**config.mk**
```make
export PLATFORM = sky130hd
export DESIGN_NAME = period_timer
export DESIGN_NICKNAME = d
export VERILOG_FILES = /design/src/hdl/period_timer_pkg.sv /design/src/hdl/period_timer.sv
export SDC_FILE = /design/constraint.sdc
export NUM_CORES = 1
export LEC_CHECK = 0
export BUFFER_PORTS_ARGS = -buffer_cell sky130_fd_sc_hd__buf_4
export CAP_MARGIN = 40
export CELL_PAD_IN_SITES_DETAIL_PLACEMENT = 2
export CELL_PAD_IN_SITES_GLOBAL_PLACEMENT = 2
export CORE_MARGIN = 4
export CORE_UTILIZATION = 30
export DETAILED_ROUTE_END_ITERATION = 6
export HOLD_SLACK_MARGIN = 0.05
export PLACE_DENSITY_LB_ADDON = 0.08
export SLEW_MARGIN = 10
export SYNTH_ARGS = -nofsm -noshare
export SYNTH_HDL_FRONTEND = slang
export SYNTH_SLANG_ARGS = --single-unit
```
**constraint.sdc**
```tcl
create_clock -name clk -period 4.89 [get_ports clk]
set_clock_uncertainty 0.2 [all_clocks]
set_input_delay 0.7335 -clock clk [delete_from_list [all_inputs] [get_ports clk]]
set_output_delay 0.7335 -clock clk [all_outputs]
set_load 0.02 [all_outputs]
```
**src/hdl/period_timer_pkg.sv**
```systemverilog
// constants shared by the period timer
package period_timer_pkg;
    // register indices; byte address is four times the index
    localparam logic [7:0] FLAG_IDX = 8'h0C;
    localparam logic [7:0] COUNT_IDX = 8'h11;
    localparam logic [7:0] CTRL_IDX = 8'h12;
    localparam logic [7:0] MASK_IDX = 8'h8C;
    localparam logic [7:0] LIMIT_IDX = 8'h92;
    // control field positions
    localparam int PRE_LSB = 0;
    localparam int RUN_BIT = 2;
    localparam int POST_LSB = 3;
    // match flag position in flag and mask registers
    localparam int MATCH_BIT = 1;
    // implemented bits of the control register
    localparam logic [7:0] CTRL_MASK = 8'h7F;
    // values after reset
    localparam logic [7:0] CTRL_RST = 8'h00;
    localparam logic [7:0] COUNT_RST = 8'h00;
    localparam logic [7:0] LIMIT_RST = 8'hFF;
    localparam logic [7:0] FLAG_RST = 8'h00;
    localparam logic [7:0] MASK_RST = 8'h00;
    // terminal count of the four-clock instruction clock divider
    localparam logic [1:0] INST_LAST = 2'h3;
    // prescaler terminal counts for ratios 1, 4 and 16
    localparam logic [3:0] PRE_LAST_1 = 4'h0;
    localparam logic [3:0] PRE_LAST_4 = 4'h3;
    localparam logic [3:0] PRE_LAST_16 = 4'hF;
endpackage

```
**src/hdl/period_timer.sv**
```systemverilog
// 8-bit period timer with prescaler, postscaler and apb registers
//
// Our own choice: the APB register port.
module period_timer #(
    parameter int ADDR_W = 12
) (
    // clock and reset
    input wire logic clk,
    input wire logic sys_rst,
    // apb slave
    input wire logic psel,
    input wire logic penable,
    input wire logic pwrite,
    input wire logic [ADDR_W-1:0] paddr,
    input wire logic [31:0] pwdata,
    output logic [31:0] prdata,
    output logic pready,
    output logic pslverr,
    // interrupt
    output logic irq,
    // pwm time base
    output logic [7:0] timeBaseCount,
    output logic timeBaseMatch
);
    // elaboration check on address width
    if (ADDR_W < 11) begin : g_addr_chk
        $error("ADDR_W must be at least 11");
    end

    logic [1:0] instCnt_reg;
    logic [3:0] preCnt_reg;
    logic [3:0] postCnt_reg;
    logic [7:0] ctrl_reg;
    logic [7:0] count_reg;
    logic [7:0] limit_reg;
    logic [7:0] flag_reg;
    logic [7:0] mask_reg;
    logic [31:0] prdata_reg;
    logic match_reg;
    logic [7:0] count_next;
    logic [3:0] preCnt_next;
    logic [3:0] postCnt_next;
    logic [7:0] flag_next;

    // bus decode
    wire setupPh = psel && !penable;
    wire accessPh = psel && penable;
    wire [7:0] regIdx = paddr[9:2];
    wire addrOk = (paddr[1:0] == 2'h0) && (paddr[ADDR_W-1:10] == '0);
    wire hitFlag = addrOk && regIdx == period_timer_pkg::FLAG_IDX;
    wire hitCount = addrOk && regIdx == period_timer_pkg::COUNT_IDX;
    wire hitCtrl = addrOk && regIdx == period_timer_pkg::CTRL_IDX;
    wire hitMask = addrOk && regIdx == period_timer_pkg::MASK_IDX;
    wire hitLimit = addrOk && regIdx == period_timer_pkg::LIMIT_IDX;
    wire mapped = hitFlag || hitCount || hitCtrl || hitMask || hitLimit;
    wire wrEn = accessPh && pwrite && mapped;
    wire wrFlag = wrEn && hitFlag;
    wire wrCount = wrEn && hitCount;
    wire wrCtrl = wrEn && hitCtrl;
    wire wrMask = wrEn && hitMask;
    wire wrLimit = wrEn && hitLimit;
    wire [7:0] wByte = pwdata[7:0];

    // read mux; value taken in setup, presented in access
    wire [7:0] rdByte = hitFlag ? flag_reg :
                        hitCount ? count_reg :
                        hitCtrl ? ctrl_reg :
                        hitMask ? mask_reg :
                        hitLimit ? limit_reg : 8'h00;

    // control fields
    wire runOn = ctrl_reg[period_timer_pkg::RUN_BIT];
    wire [1:0] preSel = ctrl_reg[period_timer_pkg::PRE_LSB +: 2];
    wire [3:0] postSel = ctrl_reg[period_timer_pkg::POST_LSB +: 4];

    // instruction clock tick, oscillator divided by four
    wire instTick = instCnt_reg == period_timer_pkg::INST_LAST;

    // prescaler terminal count
    wire [3:0] preLast = preSel[1] ? period_timer_pkg::PRE_LAST_16 :
                         preSel[0] ? period_timer_pkg::PRE_LAST_4 :
                                     period_timer_pkg::PRE_LAST_1;

    // scaler clear on counter or control write
    wire scalerClr = wrCount || wrCtrl;

    // counter increments on prescaler tick while running
    wire incTick = runOn && instTick && (preCnt_reg == preLast);
    wire atLimit = count_reg == limit_reg;
    wire matchEv = incTick && atLimit && !wrCount;
    wire postTick = matchEv && (postCnt_reg == postSel) && !wrCtrl;

    // prescaler next value
    always_comb begin
        preCnt_next = preCnt_reg;
        if (scalerClr) begin
            preCnt_next = 4'h0;
        end else if (runOn && instTick) begin
            preCnt_next = (preCnt_reg == preLast) ? 4'h0 : preCnt_reg + 4'h1;
        end
    end

    // postscaler next value
    always_comb begin
        postCnt_next = postCnt_reg;
        if (scalerClr) begin
            postCnt_next = 4'h0;
        end else if (matchEv) begin
            postCnt_next = (postCnt_reg == postSel) ? 4'h0 : postCnt_reg + 4'h1;
        end
    end

    // counter next value; software write wins over increment
    always_comb begin
        count_next = count_reg;
        if (wrCount) begin
            count_next = wByte;
        end else if (incTick) begin
            count_next = atLimit ? 8'h00 : count_reg + 8'h01;
        end
    end

    // sticky flag: write one clears, a new set wins
    always_comb begin
        flag_next = flag_reg;
        if (wrFlag) begin
            flag_next = flag_reg & ~wByte;
        end
        if (postTick) begin
            flag_next[period_timer_pkg::MATCH_BIT] = 1'b1;
        end
        flag_next = flag_next & (8'h01 << period_timer_pkg::MATCH_BIT);
    end

    // scalers and instruction divider
    always_ff @(posedge clk) begin
        if (sys_rst) begin
            instCnt_reg <= 2'h0;
            preCnt_reg <= 4'h0;
            postCnt_reg <= 4'h0;
        end else begin
            instCnt_reg <= instCnt_reg + 2'h1;
            preCnt_reg <= preCnt_next;
            postCnt_reg <= postCnt_next;
        end
    end

    // counter and limit
    always_ff @(posedge clk) begin
        if (sys_rst) begin
            count_reg <= period_timer_pkg::COUNT_RST;
            limit_reg <= period_timer_pkg::LIMIT_RST;
        end else begin
            count_reg <= count_next;
            if (wrLimit) begin
                limit_reg <= wByte;
            end
        end
    end

    // control, mask and flag
    always_ff @(posedge clk) begin
        if (sys_rst) begin
            ctrl_reg <= period_timer_pkg::CTRL_RST;
            mask_reg <= period_timer_pkg::MASK_RST;
            flag_reg <= period_timer_pkg::FLAG_RST;
        end else begin
            if (wrCtrl) begin
                ctrl_reg <= wByte & period_timer_pkg::CTRL_MASK;
            end
            if (wrMask) begin
                mask_reg <= wByte & (8'h01 << period_timer_pkg::MATCH_BIT);
            end
            flag_reg <= flag_next;
        end
    end

    // read data and time base match pulse
    always_ff @(posedge clk) begin
        if (sys_rst) begin
            prdata_reg <= 32'h0000_0000;
            match_reg <= 1'b0;
        end else begin
            if (setupPh) begin
                prdata_reg <= {24'h00_0000, rdByte};
            end
            match_reg <= matchEv;
        end
    end

    // outputs
    assign prdata = prdata_reg;
    assign pready = 1'b1;
    assign pslverr = accessPh && !mapped;
    assign irq = |(flag_reg & mask_reg);
    assign timeBaseCount = count_reg;
    assign timeBaseMatch = match_reg;

    // checks
    property p_ctr_reset;
        @(posedge clk) sys_rst |=> count_reg == 8'h00;
    endproperty
    a_ctr_reset: assert property (p_ctr_reset) else $error("counter not zero after reset");

    property p_lim_reset;
        @(posedge clk) sys_rst |=> limit_reg == 8'hFF;
    endproperty
    a_lim_reset: assert property (p_lim_reset) else $error("limit not FF after reset");

    property p_scaler_clr;
        @(posedge clk) disable iff (sys_rst)
        (wrCount || wrCtrl) |=> preCnt_reg == 4'h0 && postCnt_reg == 4'h0;
    endproperty
    a_scaler_clr: assert property (p_scaler_clr) else $error("scalers not cleared");

    property p_ctrl_keeps;
        @(posedge clk) disable iff (sys_rst)
        wrCtrl && !incTick |=> count_reg == $past(count_reg);
    endproperty
    a_ctrl_keeps: assert property (p_ctrl_keeps) else $error("control write moved counter");

    property p_hold_stop;
        @(posedge clk) disable iff (sys_rst)
        !runOn && !wrCount |=> $stable(count_reg);
    endproperty
    a_hold_stop: assert property (p_hold_stop) else $error("counter moved while stopped");

    property p_wrap;
        @(posedge clk) disable iff (sys_rst)
        incTick && atLimit && !wrCount |=> count_reg == 8'h00 && timeBaseMatch;
    endproperty
    a_wrap: assert property (p_wrap) else $error("no wrap at limit");

    property p_pre1;
        @(posedge clk) disable iff (sys_rst)
        runOn && preSel == 2'h0 |-> incTick == instTick;
    endproperty
    a_pre1: assert property (p_pre1) else $error("prescale 1 wrong");

    property p_inst;
        @(posedge clk) disable iff (sys_rst)
        incTick |-> ##1 !incTick ##1 !incTick ##1 !incTick;
    endproperty
    a_inst: assert property (p_inst) else $error("increments closer than four clocks");

    property p_post;
        @(posedge clk) disable iff (sys_rst)
        postCnt_reg <= postSel;
    endproperty
    a_post: assert property (p_post) else $error("postscaler count beyond select");

    property p_flag_set;
        @(posedge clk) disable iff (sys_rst)
        matchEv && postSel == 4'h0 && !wrCtrl |=> flag_reg[1];
    endproperty
    a_flag_set: assert property (p_flag_set) else $error("match did not set flag");

    property p_flag_hold;
        @(posedge clk) disable iff (sys_rst)
        flag_reg[1] && !(wrFlag && wByte[1]) |=> flag_reg[1];
    endproperty
    a_flag_hold: assert property (p_flag_hold) else $error("flag dropped by itself");

    property p_run_moves;
        @(posedge clk) disable iff (sys_rst)
        incTick && !atLimit && !wrCount |=> count_reg == $past(count_reg) + 8'h01;
    endproperty
    a_run_moves: assert property (p_run_moves) else $error("counter did not step");
endmodule

```
==> reports/qor.yml <==
cp-end-kind: "output port"
power_switching_w: 0.0001863
worstHoldPathCells: 1
wl_met3_um: 354
async_flop_share_pct: 0
tightest_slew_ns: 0.8672
synth_edf_count: 0
pwr-share-seq_pct: 50.0
dpl.hpwl_um: 6553
remaining_drc_errors: 0
diodes: 0
row_count: 33
fin_nets: 410
worstHoldStart: "instCnt_reg[0]"
grt_overflow_total: 0
fill_cells: 968
post-cts-setup-buffers: 0
hold_viol: 0
period_share_pct: 65.76
die-width_um: 101.0
crit_path_top_delay_cell: "or4_4"
cts_root_buf: "clkbuf_8"
fp.dieH_um: 101.0
drtIter0Drc: 70
rsz0062_at_grt: "no"
yosysUniqueCellTypes: 57
maxUsedRoutingLayer: "met4"
finalSetupViolations: 0
vias: 2432
crit_chain: "buf_4 > or4_4 > nor4_1 > a21oi_1 > o211a_1 > buf_4"
ys_ff_latch: 44
gp_congestion: 0.7771
hold_path.class: "reg -> reg"
final_area_mm2: 0.003053
synth_common_cells: "44 x dfxtp_1, 40 x nand2_1, 25 x buf_4"
cts_hold_buffers: 0
timing.final.ws_setup_ns: 1.674
period_minus_slack_ns: 3.216
drive_above_1_share_pct: 19.55
critPathRequiredTime_ns: 3.96
start_util_pct: 31.24
grt_pass1_vias: 2556
power.density_mw_per_mm2: 236.3
r2r_start: "preCnt_reg[0]"
cts.path.max_buffers: 2
m1WireLength_um: 3967
setup_tns_ns: 0
r2r_slack_ns: 2.38
avgRoutedWirePerCell_um: 18.10
synth_area_leaders: "dfxtp_1 34%, buf_4 7.2%, nand2_1 5.8%, xor2_1 5.1%, o21ai_0 4.2%"
viasPerCell: 5.253
drt_first_pass_iters: 4
yosysMostFrequentCell: "dfxtp_1"
hold_end: "instCnt_reg[0]"
numCtsBuffers: 5
antenna_left: 0
yosys.area.top_type: "dfxtp_1"
grt_max_degree: 20
crit_path_start_kind: "input pin"
yosysWarningCount: 0
clock-sinks: 44
cts_tree: "yes"
synth.cell_area_mm2: 0.002592
core-area_mm2: 0.008299
cp_top_family: "simple AND/OR/NAND/NOR gates"
ctsResizeCount: 0
synth_ff_type: "dfxtp_1"
antenna_found_initial: 0
fmax_mhz: 311.0
die_area_mm2: 0.01019
grt_pass1_wl_um: 13390
max_stage_delay_ns: 0.56
htree_levels: 2
grt.total_usage_pct: 16.78
path_class: "in -> out"
r2r-end: "timeBaseCount[0]"
routed-wl-met2_um: 3927
clock_power_share_pct: 40.2
maxCapViolCount: 0
postPlaceCellArea_mm2: 0.002942
path_max_fanout: 5
dp_slack_ns: 1.470
status: "completed"
crit_top_cell: "buf_4"
syn_avg_cell_area_um2: 8.283
p_int_w: 0.0005352
area_growth_pct: 17.76
syn_inst: 313
relSlewSlack_pct: 41.74
power_w: 0.0007214
maxSlewViolCount: 0
worst-path-buf-inv: 2
yosysSeqAreaShare_pct: 33.98
leakage_nw: 1.176
port_buffers: 43
peakVddDrop_v: 0.00008813
synth_top_cell_area_share_pct: 33.98
ioPinCount: 93
cts.clk_slew.worst_paths_ns: 0.09
clock_latency_ns: 0.30
ff2ff_path_depth: 5
power_frac_comb_pct: 9.8
switching_share_pct: 25.82
arrival_ns: 2.28
drt_wl_total_um: 8382
## layer usage
layer	up-vias	GRT usage [%]
met1	1191	22.63
met2	58	27.19
met4	0	5.215
met5	-	0
li1	1175	-
met3	8	2.976
## layout make-up
class / instances / area [µm²] / area share, %
inverter: 4 / 15.01 / 0.4918
timing repair buffer: 47 / 350.3 / 11.48
sequential: 44 / 880.8 / 28.85
clock inverter: 3 / 42.54 / 1.393
multi-input combinational: 255 / 1564 / 51.23
clock buffer: 5 / 68.82 / 2.254
tap: 105 / 131.4 / 4.303
## cells in the final DEF (no fill, tap or decap), types with 5 or more instances in the layout
| cell type | synthesis | layout |
|---|---|---|
| xor2_1 | 15 | 15 |
| nand3_1 | 15 | 15 |
| buf_4 | 25 | 46 |
| nor4_1 | 7 | 7 |
| nand2_1 | 40 | 40 |
| or4_1 | 5 | 5 |
| a22oi_1 | 6 | 6 |
| mux2i_1 | 10 | 10 |
| nand2b_1 | 5 | 5 |
| nor2_1 | 20 | 20 |
| nor3_1 | 6 | 6 |
| conb_1 | 2 | 25 |
| clkbuf_8 | 0 | 5 |
| dfxtp_1 | 44 | 44 |
| mux2_2 | 6 | 6 |
| o21ai_0 | 22 | 22 |
| a31oi_1 | 5 | 5 |
| a21oi_1 | 13 | 13 |
## through the flow
| stage | hold slack, ns | cells | utilization [%] |
|---|---|---|---|
| floorplan | 0.1992 | 336 | - |
| global placement | 0.2107 | 454 | 35.38 |
| detailed placement | 0.2212 | 455 | 35.44 |
| CTS | 0.2340 | 463 | 36.79 |
| global route | 0.2681 | 463 | 36.79 |
| finish | 0.2256 | 463 | 36.79 |
## worst register-to-register path, cell delays in order, from the launching register on
cell and delay [ns]:
dfxtp_1 0.37, or3_1 0.41, a2111oi_0 0.59, o21bai_1 0.41, a211oi_1 0.34, nor3_1 0.08
## cells by family (layout without fill, tap and decap cells)
family | Yosys count | in the layout | share of synthesized area, %
adder cells (fa/ha/maj) | 4 | 4 | 1.931
AND/OR/NAND/NOR | 124 | 124 | 25.29
other | 2 | 25 | 0.2897
flip-flops | 44 | 44 | 33.98
buffers and inverters | 37 | 59 | 9.025
multiplexers | 16 | 16 | 6.467
AO/OA/AOI/OAI | 70 | 70 | 17.62
XOR/XNOR | 16 | 16 | 5.406
## power groups by stage
stage	Sequential, W	Clock, W	Combinational [W]
after floorplan	0.000370	0	0.0000549
after global placement	0.000369	0	0.0000698
after detailed placement	0.000369	0	0.0000708
after CTS	0.000361	0.000303	0.0000711
after global routing	0.000361	0.000316	0.0000777
final	0.000361	0.000290	0.0000708
## worst max path at each step
stage | start | end | slack, ns | depth (start not counted)
after floorplan | paddr[10] | limit_reg[0] | 1.91 | 6
after global placement | paddr[10] | ctrl_reg[6] | 1.47 | 6
after detailed placement | paddr[10] | limit_reg[1] | 1.47 | 6
after CTS | paddr[10] | pslverr | 1.68 | 6
after global routing | paddr[10] | pslverr | 1.60 | 6
final | paddr[10] | pslverr | 1.67 | 6
No activity file was read; power rests on OpenSTA's default activity.
